<file path="src/rtl/shift_pkg.sv">
// Shared constants, register map and carrier types of the shift datapath
package shift_pkg;

  localparam int DATA_W = 32;
  localparam int ADDR_W = 8;
  localparam int AMT_W = 7;
  localparam int WIN_WORDS = 16;
  localparam int EXT_REGS = 8;

  // Register map, byte addresses
  localparam logic [7:0] OFF_CMD = 8'h00;
  localparam logic [7:0] OFF_FLAGS = 8'h04;
  localparam logic [7:0] OFF_IMM = 8'h08;
  localparam logic [1:0] WIN_REG = 2'h1;
  localparam logic [1:0] WIN_MEM = 2'h2;

  // Longest shift that still moves operand bits out
  localparam logic [6:0] SHIFT_SPAN = 7'h20;

  localparam logic [1:0] RESP_OKAY = 2'h0;
  localparam logic [1:0] RESP_DECERR = 2'h3;

  typedef enum logic [1:0] {
    OP_TWO,
    OP_THREE,
    OP_PAIRED,
    OP_NONE
  } op_t;

  typedef struct packed {
    logic [3:0] store_dst;
    logic [3:0] store_src;
    logic [3:0] src_sel;
    logic [3:0] cnt_sel;
    logic [3:0] dst;
    logic [1:0] mode;
    op_t op;
  } cmd_t;

  typedef struct packed {
    logic sat_sel;
    logic sticky_underflow;
    logic lv;
    logic uf;
    logic n;
    logic z;
    logic v;
    logic c;
  } flags_t;

  typedef struct packed {
    logic [31:0] res;
    logic carry;
    logic ovf;
  } shift_out_t;

  localparam logic [23:0] CMD_RST = 24'h000003;
  localparam logic [7:0] FLAGS_RST = 8'h00;
  localparam logic [31:0] WORD_RST = 32'h00000000;

endpackage

</file>
<file path="src/rtl/arith_shift_datapath.sv">
// Shift datapath with register file, scratch memory and AXI4-Lite slave
//
// Added by the designer: the register offsets and the AXI4-Lite slave port.
`timescale 1ns/1ps
module arith_shift_datapath (
  input wire logic sys_clk,
  input wire logic rst_b,
  input wire logic [7:0] awaddr,
  input wire logic [2:0] awprot,
  input wire logic awvalid,
  output logic awready,
  input wire logic [31:0] wdata,
  input wire logic [3:0] wstrb,
  input wire logic wvalid,
  output logic wready,
  output logic [1:0] bresp,
  output logic bvalid,
  input wire logic bready,
  input wire logic [7:0] araddr,
  input wire logic [2:0] arprot,
  input wire logic arvalid,
  output logic arready,
  output logic [31:0] rdata,
  output logic [1:0] rresp,
  output logic rvalid,
  input wire logic rready,
  output shift_pkg::flags_t flags_out
);

  // Write and read channel state
  logic aw_held_r;
  logic [7:0] awaddr_r;
  logic w_held_r;
  logic [31:0] wdata_r;
  logic [3:0] wstrb_r;
  logic bvalid_r;
  logic [1:0] bresp_r;
  logic rvalid_r;
  logic [31:0] rdata_r;
  logic [1:0] rresp_r;

  // Architectural state
  shift_pkg::cmd_t cmd_r;
  shift_pkg::flags_t flags_r;
  shift_pkg::flags_t flags_nxt;
  logic [31:0] imm_r;
  logic exec_r;
  logic [31:0] reg_q [0:15];
  logic [31:0] mem_q [0:15];

  // Decoded bus accesses
  logic wr_commit;
  logic rd_take;
  logic w_hit_cmd;
  logic w_hit_flags;
  logic w_hit_imm;
  logic w_hit_reg;
  logic w_hit_mem;
  logic w_mapped;
  logic [3:0] w_idx;
  logic [31:0] w_merged;
  logic r_hit_cmd;
  logic r_hit_flags;
  logic r_hit_imm;
  logic r_hit_reg;
  logic r_hit_mem;
  logic r_mapped;
  logic [3:0] r_idx;
  logic [31:0] rdata_nxt;

  // Operand fetch for the execute cycle
  logic [3:0] dst_idx;
  logic [3:0] cnt_reg_idx;
  logic [3:0] st_src_idx;
  logic [31:0] count_val;
  logic [31:0] src_val;
  logic [31:0] store_val;
  logic paired;
  logic dst_extended;
  shift_pkg::shift_out_t sh;

  // Byte-lane merge for partial writes
  function automatic logic [31:0] merge_bytes(
    input logic [31:0] old_w,
    input logic [31:0] new_w,
    input logic [3:0] strb
  );
    logic [31:0] m;
    m = old_w;
    for (int i = 0; i < 4; i++)
    begin
      if (strb[i])
      begin
        m[8*i +: 8] = new_w[8*i +: 8];
      end
    end
    return m;
  endfunction

  // Channel handshakes; a write waits until the response has gone
  assign awready = !aw_held_r && !bvalid_r;
  assign wready = !w_held_r && !bvalid_r;
  assign arready = !rvalid_r;
  assign wr_commit = aw_held_r && w_held_r && !bvalid_r;
  assign rd_take = arvalid && arready;
  assign bvalid = bvalid_r;
  assign bresp = bresp_r;
  assign rvalid = rvalid_r;
  assign rdata = rdata_r;
  assign rresp = rresp_r;
  assign flags_out = flags_r;

  // Write address decode
  assign w_idx = awaddr_r[5:2];
  assign w_hit_cmd = (awaddr_r == shift_pkg::OFF_CMD);
  assign w_hit_flags = (awaddr_r == shift_pkg::OFF_FLAGS);
  assign w_hit_imm = (awaddr_r == shift_pkg::OFF_IMM);
  assign w_hit_reg = (awaddr_r[7:6] == shift_pkg::WIN_REG);
  assign w_hit_mem = (awaddr_r[7:6] == shift_pkg::WIN_MEM);
  assign w_mapped = w_hit_cmd || w_hit_flags || w_hit_imm || w_hit_reg ||
                    w_hit_mem;

  // Read address decode
  assign r_idx = araddr[5:2];
  assign r_hit_cmd = (araddr == shift_pkg::OFF_CMD);
  assign r_hit_flags = (araddr == shift_pkg::OFF_FLAGS);
  assign r_hit_imm = (araddr == shift_pkg::OFF_IMM);
  assign r_hit_reg = (araddr[7:6] == shift_pkg::WIN_REG);
  assign r_hit_mem = (araddr[7:6] == shift_pkg::WIN_MEM);
  assign r_mapped = r_hit_cmd || r_hit_flags || r_hit_imm || r_hit_reg ||
                    r_hit_mem;

  // Read data selection, unmapped reads return zero
  assign rdata_nxt = r_hit_cmd ? {7'h00, exec_r, cmd_r} :
                     r_hit_flags ? {24'h000000, flags_r} :
                     r_hit_imm ? imm_r :
                     r_hit_reg ? reg_q[r_idx] :
                     r_hit_mem ? mem_q[r_idx] : 32'h00000000;

  // Write data after byte enables, against the current target word
  assign w_merged = w_hit_cmd ? merge_bytes({8'h00, cmd_r}, wdata_r, wstrb_r) :
                    w_hit_flags ? merge_bytes({24'h000000, flags_r}, wdata_r,
                                              wstrb_r) :
                    w_hit_imm ? merge_bytes(imm_r, wdata_r, wstrb_r) :
                    w_hit_reg ? merge_bytes(reg_q[w_idx], wdata_r, wstrb_r) :
                    merge_bytes(mem_q[w_idx], wdata_r, wstrb_r);

  // Operand selection, all from state as it stood before the edge
  assign paired = (cmd_r.op == shift_pkg::OP_PAIRED);
  assign dst_idx = paired ? {1'b0, cmd_r.dst[2:0]} : cmd_r.dst;
  assign cnt_reg_idx = paired ? {1'b0, cmd_r.cnt_sel[2:0]} : cmd_r.cnt_sel;
  assign st_src_idx = {1'b0, cmd_r.store_src[2:0]};
  assign dst_extended = (dst_idx < 4'(shift_pkg::EXT_REGS));
  // Store value is the register content before the shift writes it
  assign store_val = reg_q[st_src_idx];

  // Count source by form and addressing mode
  always_comb
  begin
    case (cmd_r.op)
      shift_pkg::OP_TWO:
      begin
        case (cmd_r.mode)
          2'h0: count_val = reg_q[cmd_r.cnt_sel];
          2'h1: count_val = mem_q[cmd_r.cnt_sel];
          2'h2: count_val = mem_q[cmd_r.cnt_sel];
          default: count_val = imm_r;
        endcase
      end
      shift_pkg::OP_THREE:
      begin
        // Low mode bit picks memory for the count
        count_val = cmd_r.mode[0] ? mem_q[cmd_r.cnt_sel] :
                    reg_q[cmd_r.cnt_sel];
      end
      default:
      begin
        count_val = reg_q[cnt_reg_idx];
      end
    endcase
  end

  // Shift source by form and addressing mode
  always_comb
  begin
    case (cmd_r.op)
      shift_pkg::OP_TWO:
      begin
        src_val = reg_q[cmd_r.dst];
      end
      shift_pkg::OP_THREE:
      begin
        // High mode bit picks memory for the source
        src_val = cmd_r.mode[1] ? mem_q[cmd_r.src_sel] :
                  reg_q[cmd_r.src_sel];
      end
      default:
      begin
        // Memory source read in the same cycle the store targets it
        src_val = mem_q[cmd_r.src_sel];
      end
    endcase
  end

  arith_shifter u_shifter (
    .count(count_val),
    .operand(src_val),
    .result(sh)
  );

  // Flag update for an executed shift; no saturation path exists
  always_comb
  begin
    flags_nxt = flags_r;
    if (exec_r)
    begin
      flags_nxt.n = sh.res[31];
      flags_nxt.z = (sh.res == 32'h00000000);
      flags_nxt.uf = 1'b0;
      flags_nxt.v = sh.ovf;
      flags_nxt.lv = flags_r.lv || sh.ovf;
      if (paired || dst_extended)
      begin
        flags_nxt.c = sh.carry;
      end
    end
    else if (wr_commit && w_hit_flags)
    begin
      flags_nxt = w_merged[7:0];
    end
  end

  // Write address and data holding registers
  always_ff @(posedge sys_clk)
  begin
    if (!rst_b)
    begin
      aw_held_r <= 1'b0;
      w_held_r <= 1'b0;
      awaddr_r <= 8'h00;
      wdata_r <= shift_pkg::WORD_RST;
      wstrb_r <= 4'h0;
    end
    else
    begin
      if (awvalid && awready)
      begin
        aw_held_r <= 1'b1;
        awaddr_r <= {awaddr[7:2], 2'h0};
      end
      else if (wr_commit)
      begin
        aw_held_r <= 1'b0;
      end
      if (wvalid && wready)
      begin
        w_held_r <= 1'b1;
        wdata_r <= wdata;
        wstrb_r <= wstrb;
      end
      else if (wr_commit)
      begin
        w_held_r <= 1'b0;
      end
    end
  end

  // Write response
  always_ff @(posedge sys_clk)
  begin
    if (!rst_b)
    begin
      bvalid_r <= 1'b0;
      bresp_r <= shift_pkg::RESP_OKAY;
    end
    else if (wr_commit)
    begin
      bvalid_r <= 1'b1;
      bresp_r <= w_mapped ? shift_pkg::RESP_OKAY : shift_pkg::RESP_DECERR;
    end
    else if (bready)
    begin
      bvalid_r <= 1'b0;
    end
  end

  // Read data and response, one cycle after the address
  always_ff @(posedge sys_clk)
  begin
    if (!rst_b)
    begin
      rvalid_r <= 1'b0;
      rdata_r <= shift_pkg::WORD_RST;
      rresp_r <= shift_pkg::RESP_OKAY;
    end
    else if (rd_take)
    begin
      rvalid_r <= 1'b1;
      rdata_r <= rdata_nxt;
      rresp_r <= r_mapped ? shift_pkg::RESP_OKAY : shift_pkg::RESP_DECERR;
    end
    else if (rready)
    begin
      rvalid_r <= 1'b0;
    end
  end

  // Command, immediate and launch; the shift runs in the next cycle
  always_ff @(posedge sys_clk)
  begin
    if (!rst_b)
    begin
      cmd_r <= shift_pkg::CMD_RST;
      imm_r <= shift_pkg::WORD_RST;
      exec_r <= 1'b0;
    end
    else
    begin
      exec_r <= wr_commit && w_hit_cmd &&
                (w_merged[1:0] != shift_pkg::OP_NONE);
      if (wr_commit && w_hit_cmd)
      begin
        cmd_r <= w_merged[23:0];
      end
      if (wr_commit && w_hit_imm)
      begin
        imm_r <= w_merged;
      end
    end
  end

  // Flags register; saturate select is stored but never read by the shift
  always_ff @(posedge sys_clk)
  begin
    if (!rst_b)
    begin
      flags_r <= shift_pkg::FLAGS_RST;
    end
    else
    begin
      flags_r <= flags_nxt;
    end
  end

  // Register file and memory: shift and store land at one edge
  always_ff @(posedge sys_clk)
  begin
    if (!rst_b)
    begin
      for (int i = 0; i < shift_pkg::WIN_WORDS; i++)
      begin
        reg_q[i] <= shift_pkg::WORD_RST;
        mem_q[i] <= shift_pkg::WORD_RST;
      end
    end
    else if (exec_r)
    begin
      reg_q[dst_idx] <= sh.res;
      if (paired)
      begin
        mem_q[cmd_r.store_dst] <= store_val;
      end
    end
    else if (wr_commit && w_hit_reg)
    begin
      reg_q[w_idx] <= w_merged;
    end
    else if (wr_commit && w_hit_mem)
    begin
      mem_q[w_idx] <= w_merged;
    end
  end

endmodule

</file>
<file path="src/rtl/arith_shifter.sv">
// Combinational arithmetic barrel shifter with shift-out and overflow
`timescale 1ns/1ps
module arith_shifter (
  input wire logic [31:0] count,
  input wire logic [31:0] operand,
  output shift_pkg::shift_out_t result
);

  logic [6:0] amt;
  logic [6:0] mag;
  logic is_zero;
  logic is_left;
  logic [95:0] left_sx;
  logic [95:0] left_zx;
  logic [127:0] right_w;
  logic left_carry;
  logic left_ovf;

  // Signed amount from the low seven count bits only
  assign amt = count[6:0];
  assign mag = amt[6] ? (~amt + 7'h01) : amt;
  assign is_zero = (amt == 7'h00);
  assign is_left = !amt[6] && !is_zero;

  // Left shift, zeros enter at the bottom
  assign left_sx = {{64{operand[31]}}, operand} << mag;
  assign left_zx = {64'h0, operand} << mag;
  // Last bit out is the one that passed bit 32; past the span a zero
  assign left_carry = (mag > shift_pkg::SHIFT_SPAN) ? 1'b0 : left_zx[32];
  // Any bit moved out that differs from the old sign, or the new sign differing from the old sign
  assign left_ovf = |(left_sx[95:31] ^ {65{operand[31]}});

  // Right shift, sign bits enter at the top, leaving bits land at bit 31;
  // the sign field covers the full 64-step magnitude so no zero enters
  assign right_w = {{64{operand[31]}}, operand, 32'h0} >> mag;

  // Select the result for the sign of the amount
  always_comb
  begin
    if (is_zero)
    begin
      result.res = operand;
      result.carry = 1'b0;
      result.ovf = 1'b0;
    end
    else if (is_left)
    begin
      result.res = left_sx[31:0];
      result.carry = left_carry;
      result.ovf = left_ovf;
    end
    else
    begin
      result.res = right_w[63:32];
      result.carry = right_w[31];
      result.ovf = 1'b0;
    end
  end

endmodule

</file>
<file path="config.mk">
export PLATFORM = sky130hd
export DESIGN_NAME = arith_shift_datapath
export DESIGN_NICKNAME = d
export VERILOG_FILES = /design/src/rtl/shift_pkg.sv /design/src/rtl/arith_shift_datapath.sv /design/src/rtl/arith_shifter.sv
export SDC_FILE = /design/constraint.sdc
export NUM_CORES = 2
export LEC_CHECK = 0
export BUFFER_PORTS_ARGS = -buffer_cell sky130_fd_sc_hd__buf_2
export CAP_MARGIN = 5
export CELL_PAD_IN_SITES_DETAIL_PLACEMENT = 1
export CELL_PAD_IN_SITES_GLOBAL_PLACEMENT = 2
export CORE_ASPECT_RATIO = 1.5
export CORE_MARGIN = 3
export CORE_UTILIZATION = 35
export CTS_CLUSTER_DIAMETER = 60
export CTS_CLUSTER_SIZE = 8
export DETAILED_ROUTE_END_ITERATION = 8
export MAX_ROUTING_LAYER = met4
export PLACE_DENSITY_LB_ADDON = 0.1
export SKIP_LAST_GASP = 1
export SYNTH_ARGS = -nofsm -noshare
export SYNTH_HDL_FRONTEND = slang
export SYNTH_SLANG_ARGS = --single-unit
export TNS_END_PERCENT = 20
</file>
<file path="constraint.sdc">
create_clock -name sys_clk -period 7.5 [get_ports sys_clk]
set_input_delay 0.75 -clock sys_clk [delete_from_list [all_inputs] [get_ports sys_clk]]
set_output_delay 0.75 -clock sys_clk [all_outputs]
set_load 0.005 [all_outputs]
</file>
* After elaboration in Yosys (flattened, before gate mapping)
Memory sizes are Yosys's and may differ from the RTL's. A register that Yosys moved wholly into a read port is not among the register bits.
Cells that the tools add are included.
** Cells by class
- Add/subtract/negate cells :: 1
- Reduce and logical (&&, ||, !) cells :: 50
- $lt $le $gt $ge :: 2
- Multiplexer cells :: 96
- Shift-type cells :: 3
- Eq/ne operators :: 14
- Bitwise gates (word level) :: 4
** Operators by type and width (count)
- 32-bit 2-to-1 mux :: 14
- 8-bit 2-to-1 mux :: 19
- 32-bit OR reduction :: 4
- 128-bit by 7-bit right shift with 64-bit output :: 1
- 96-bit by 7-bit left shift with 96-bit output :: 1
- 4-bit 2-to-1 mux :: 22
- 34-bit 2-to-1 mux :: 2
- 65-bit OR reduction :: 1
- 65-bit XOR :: 1
- 32-bit case mux with 2 select lines :: 1
- 32-bit by 7-bit left shift with 33-bit output :: 1
- 32-bit logical NOT :: 1
- 1-bit 2-to-1 mux :: 30
- 7-bit case mux with 2 select lines :: 2
- 8-bit logical NOT :: 2
- 1-bit logical AND :: 14
- 7-bit 2-to-1 mux :: 2
- 6-bit 2-to-1 mux :: 2
- 1-bit logical OR :: 10
- 2-bit nonzero test :: 5
- 2-bit by 1-bit equality test with 1-bit output, second input constant :: 4
- 2-bit equality test, second input constant :: 4
- 8-bit by 3-bit equality test with 1-bit output, second input constant :: 1
- 8-bit by 4-bit equality test with 1-bit output, second input constant :: 1
- 15 further kinds :: 25
** Word-level totals
- Memories :: 2
- Output and inout port bits :: 49
- Logic and storage cells :: 199
- RAM bits :: 1024
- Bits of input ports :: 65
- Flip-flop bits (word level) :: 147
** Memories
- mem_q :: depth 16, width 32, rd ports 4, clocked after Yosys merged registers in 3, write ports 16, line arith_shift_datapath.sv:49 : logic [31:0] mem_q [0:15];
- reg_q :: depth 16, width 32, rd ports 7, clocked after Yosys merged registers in 5, write ports 16, line arith_shift_datapath.sv:48 : logic [31:0] reg_q [0:15];

* Logic depth before layout (Yosys ltp)
- Word-level depth :: 14
- Gate-level depth with buffers :: 32
- Depth with buffers taken out :: 23

* Hierarchy
Synthesis repeated with hierarchy kept, for this count alone.
** Unflattened totals
- Cell total of the unflattened synthesis :: 7244
- Area, all modules :: 93922.6 µm²
** Modules (own cells, without submodules)
- arith_shift_datapath :: cells an instance 6403, seq. area each 34032.6 µm², area each 87986.9 µm², instances 1
- arith_shifter :: cells an instance 841, seq. area each 0.0 µm², area each 5935.7 µm², instances 1

* Worst setup path after synthesis
Ideal clock, no wire load.
- Path kind :: reg2reg
- Start point :: reg cmd_r[2] (netlist name)
- End point :: reg flags_r (netlist bit flags_out[1])
- Setup slack :: 0.999 ns
- Clock period less this slack :: 6.501 ns
- Setup time :: 0.132 ns
- Arrival time :: 6.369 ns
- Data required time :: 7.368 ns
- Stages on the path, launching flop included :: 30
- Path buffers :: 7
- Cells stage by stage :: dfxtp_1 -> clkbuf_1 -> inv_1 -> ha_1 -> or4b_2 -> a21oi_1 -> nand3_1 -> and3_1 -> clkbuf_1 -> nand3_2 -> inv_2 -> buf_4 -> buf_2 -> buf_2 -> ha_1 -> clkbuf_1 -> or3_1 -> nor3_4 -> xnor2_1 -> buf_4 -> mux2_4 -> mux2i_2 -> o2bb2ai_1 -> a2111oi_0 -> o21ai_1 -> and2_1 -> a2111oi_2 -> nand4_1 -> o21ai_1 -> o211ai_1
** Between the ends
- Word-level cells in the longest chain between the ends :: 13
- Elaborated cells between the ends (all ways) :: 20
- Those cells by class :: add/sub: 1; eq/ne: 2; shift: 1; mux: 7; bitwise: 2; reduce/logical: 7
** RTL lines
- start, declared :: line arith_shift_datapath.sv:43 : shift_pkg::cmd_t cmd_r;
- start signal, assigned :: line arith_shift_datapath.sv:313 : cmd_r <= shift_pkg::CMD_RST;
- start signal, assigned :: line arith_shift_datapath.sv:323 : cmd_r <= w_merged[23:0];
- 2-bit equality test / 2-bit by 1-bit equality test with 1-bit output (equally long branches) :: line arith_shift_datapath.sv:163 : case (cmd_r.mode)
- 2-bit OR reduction (no line)
- 7-bit case mux with 2 select lines :: line arith_shift_datapath.sv:163
- 7-bit case mux with 2 select lines * :: line arith_shift_datapath.sv:160 : case (cmd_r.op)
- 7-bit inverter :: line arith_shifter.sv:21 : assign mag = amt[6] ? (~amt + 7'h01) : amt;
- 7-bit by 1-bit adder with 7-bit output :: line arith_shifter.sv:21
- 7-bit 2-to-1 mux :: line arith_shifter.sv:21
- 96-bit by 7-bit left shift with 96-bit output :: line arith_shifter.sv:26 : assign left_sx = {{64{operand[31]}}, operand} << mag;
- 65-bit XOR :: line arith_shifter.sv:31 : assign left_ovf = |(left_sx[95:31] ^ {65{operand[31]}});
- 65-bit OR reduction :: line arith_shifter.sv:31
- 34-bit 2-to-1 mux :: line arith_shifter.sv:46 : else if (is_left)
- 34-bit 2-to-1 mux * :: line arith_shifter.sv:40 : if (is_zero)
- 6-bit 2-to-1 mux * :: line arith_shift_datapath.sv:215 : if (exec_r)
- end signal, assigned :: line arith_shift_datapath.sv:337 : flags_r <= shift_pkg::FLAGS_RST;
- end signal, assigned :: line arith_shift_datapath.sv:341 : flags_r <= flags_nxt;
- end, declared :: line arith_shift_datapath.sv:44 : shift_pkg::flags_t flags_r;
Every way passes the cells marked *; elsewhere a longest branch is shown, timed or not.
A chain may end at the register's enable or synchronous reset.

==> out/metrics.cfg <==
[cts]
cts_made_buffers = 181
cts_num_sinks = 1188
post_cts_buffers = 0
cts.path.max_buffers = 4
cts.clk_slew.worst_paths_ns = 0.05
cts_root_buf = clkbuf_16
clock_latency_ns = 0.88
h-tree-depth = 4
hold_buffers = 0
cts_tree = yes
cts_resized = 0

[synth]
syn-cell-area_sq_um = 83210
ys_warn_count = 0
syn_nets = 6831
synthDistinctLibCells = 110
synth_edf_count = 1024
synth_xor_area_share_pct = 0.09022
syn_avg_cell_area_sq_um = 12.30
synth_simple_gate_area_share_pct = 11.38
syn_inst = 6763
synthArstFlopShare_pct = 0
muxShareOfSynthArea_pct = 35.07
synthAdderAreaFrac_pct = 0.04511
ys.flop_type = edfxtp_1
ys_ff_latch = 1188
synth_top_family_by_area = multiplexers
synth_compound_area_share_pct = 8.794
seq_area_frac_synth_pct = 40.90

[floorplanning]
core_sq_um = 235700
die_y_um = 603.2
fp.dieArea_sq_um = 243700
chipWidth_um = 404.1
pin_count = 114
start_util_pct = 35.31
placementRows = 218

[route]
routed_wl_um = 463100
vias = 70950
via_per_inst = 7.069
dr.pass1.iters = 8
drtAntennaViolNets = 0
wl_per_cell_um = 46.14
drt-initial-drc-count = 10400
drc = 0

[timing]
drv_slew = 0
final.period_utilization_pct = 95.93
fin_setup_tns_ns = 0
hold_slack_ns = 0.08760
setup_viol = 0
timing.final.ws_setup_ns = 0.3051
fmax_mhz = 139.0
hold_viol_final = 0
rsz0062_at_grt = false
relSlewSlack_pct = 2.487
tightest_slew_ns = 1.463
period_needed_ns = 7.195
fin_skew_ns = 0.09423

[global_route]
grt_max_degree = 103
track_usage_pct = 38.47
grt_pass1_wl_um = 625500
antenna_found_initial = 33
grt_pass1_vias = 70970
grt_remaining_overflow = 0

[worst_setup_path]
critPathLaunchType = flop
r2r-start = cmd_r[3]
r2r_slack_ns = 0.31
crit_required_ns = 8.00
ff2ff_path_depth = 24
crit_path_end = reg_q[5][6]
path_class = flop to flop
crit_fanout = 28
endpoint_kind = flop
timing.critical_path.from = cmd_r[3]
r2r_end = reg_q[5][6]
cp.arrival_ns = 7.70

[placed_design]
dp.cells = 9787
io_buffers = 105
dp_hpwl_um = 318900
routabilityCongestion = 0.9920
place_ws_ns = 0.1336
post_dp_cell_area_sq_um = 89830

[run_status]
status = complete, no violations

[power_and_ir_drop]
vdd_drop_max_uv = 159.3
power.density_nw_per_um2 = 200.8
p_leak_nw = 30.71
power_mw = 19.05

[min_path]
hold_class = input pin to flop

[cells_and_area]
design_area_sq_um = 94860
fin_util_pct = 40.25
layout-drive-gt1-share_pct = 32.30
syn2layout_area_growth_pct = 14.01
layout.cells.non_filler = 10040
nFillCells = 24650
nets = 6959

[job]
maxCapViolCount = 0

## power breakdown
part           switching (mW)  internal (mW)  leakage, nW  total (mW)
Sequential              0.283           7.40         11.9        7.68
Clock                    3.11           4.50         2.42        7.61
Combinational            2.41           1.35         16.4        3.76
## cells by family (layout without fill, tap and decap cells)
family / Yosys count / in the layout
AO/OA/AOI/OAI: 1057 / 1057
AND/OR/NAND/NOR: 2232 / 2232
other: 0 / 22
buffers and inverters: 738 / 909
multiplexers: 1539 / 1539
XOR/XNOR: 6 / 6
adder cells (fa/ha/maj): 3 / 3
flip-flops: 1188 / 1188
## cells in the mapped netlist (23+ instances only)
master / instances / area (sq um)
nand4_1: 49 / 306.5
clkbuf_1: 450 / 1689
a21oi_1: 250 / 1251
buf_2: 123 / 615.6
dfxtp_1: 164 / 3283
mux2i_1: 350 / 3503
a22oi_1: 172 / 1291
nor2b_1: 25 / 156.4
a221oi_1: 71 / 621.9
nor4_1: 41 / 256.5
nor3_1: 65 / 325.3
mux2_2: 97 / 1092
o211ai_1: 27 / 202.7
o21ai_0: 132 / 660.6
edfxtp_1: 1024 / 30750
buf_4: 23 / 172.7
nand3_1: 151 / 755.7
o22ai_1: 46 / 287.8
nor2_1: 1370 / 5142
mux4_2: 1084 / 24410
a211oi_1: 57 / 427.9
nand2_1: 392 / 1471
a31oi_1: 47 / 294.0
buf_1: 110 / 412.9
## cells in the final DEF (no fill, tap or decap), drive strengths merged, types with 22 or more instances in the layout
cell	Yosys	final
a21oi	250	250
nor3	68	68
mux2	99	99
mux4	1089	1089
a221oi	72	72
nor2b	25	25
a31oi	50	50
edfxtp	1024	1024
buf	265	660
nand3	153	153
inv	23	27
diode	0	22
dfxtp	164	164
o22ai	47	47
nor2	1376	1376
clkbuf	450	212
nor4	42	42
o211ai	27	27
a211oi	57	57
nand2	393	393
nand4	50	50
mux2i	351	351
a22oi	173	173
o21ai	152	152
## metal layers
metal  part of all wire (%)  up-vias  routed length (um)  track usage [%]
met5                      0        -                   0                -
met4                    7.7        0               35690            23.51
met3                    9.6     1250               44400            8.416
met2                     47     4662              218400            60.46
met1                     36    37840              164500            45.12
li1                       -    27190                   -                -
## worst min path at each step
stage                  endpoint  depth (start not counted)        start  slack, ns
finish                   rvalid                          2       rready       0.09
global route             rvalid                          2       rready       0.07
CTS                      rvalid                          2       rready       0.04
global placement    wdata_r[24]                          2  wdata_r[24]       0.45
detailed placement  wdata_r[30]                          2  wdata_r[30]       0.46
floorplan           wdata_r[24]                          2  wdata_r[24]       0.44
## registers in the layout, indices dropped and copies added (netlist names), 6 cells and up, named ones only
signal     cells
rdata         32
mem_q        512
imm_r         32
flags_out      8
awaddr_r       6
wdata_r       32
reg_q        512
cmd_r         24
## critical path: stages (launching register included)
cell and delay (ns):
dfxtp_1 0.61, inv_1 0.12, ha_1 0.31, nor2b_1 0.23
a32o_2 0.35, nand4_1 0.38, o2111ai_2 0.33, and2_1 0.25
inv_2 0.05, ha_1 0.43, inv_1 0.09, nor3_1 0.29
nand3_1 0.26, nand2_8 0.30, buf_4 0.20, o21ai_0 0.26
mux4_1 0.67, nor2_1 0.11, or3_1 0.13, nand3_1 0.12
a21oi_1 0.55, nor2_1 0.10, nor2_1 0.25, buf_4 0.32
nor2_1 0.08
## cell type report
class                           count  area (sq um)  share of cell area (%)
Timing Repair Buffer              660          5303                   5.590
Tap cell                         3080          3854                   4.062
Antenna cell                       22         55.05                 0.05803
Clock buffer                      212          4761                   5.019
Multi-Input combinational cell   4837         46540                   49.06
Clock inverter                     14         173.9                  0.1833
Inverter                           23         88.84                 0.09364
Sequential cell                  1188         34090                   35.93
(Power assumes the default switching activity.)
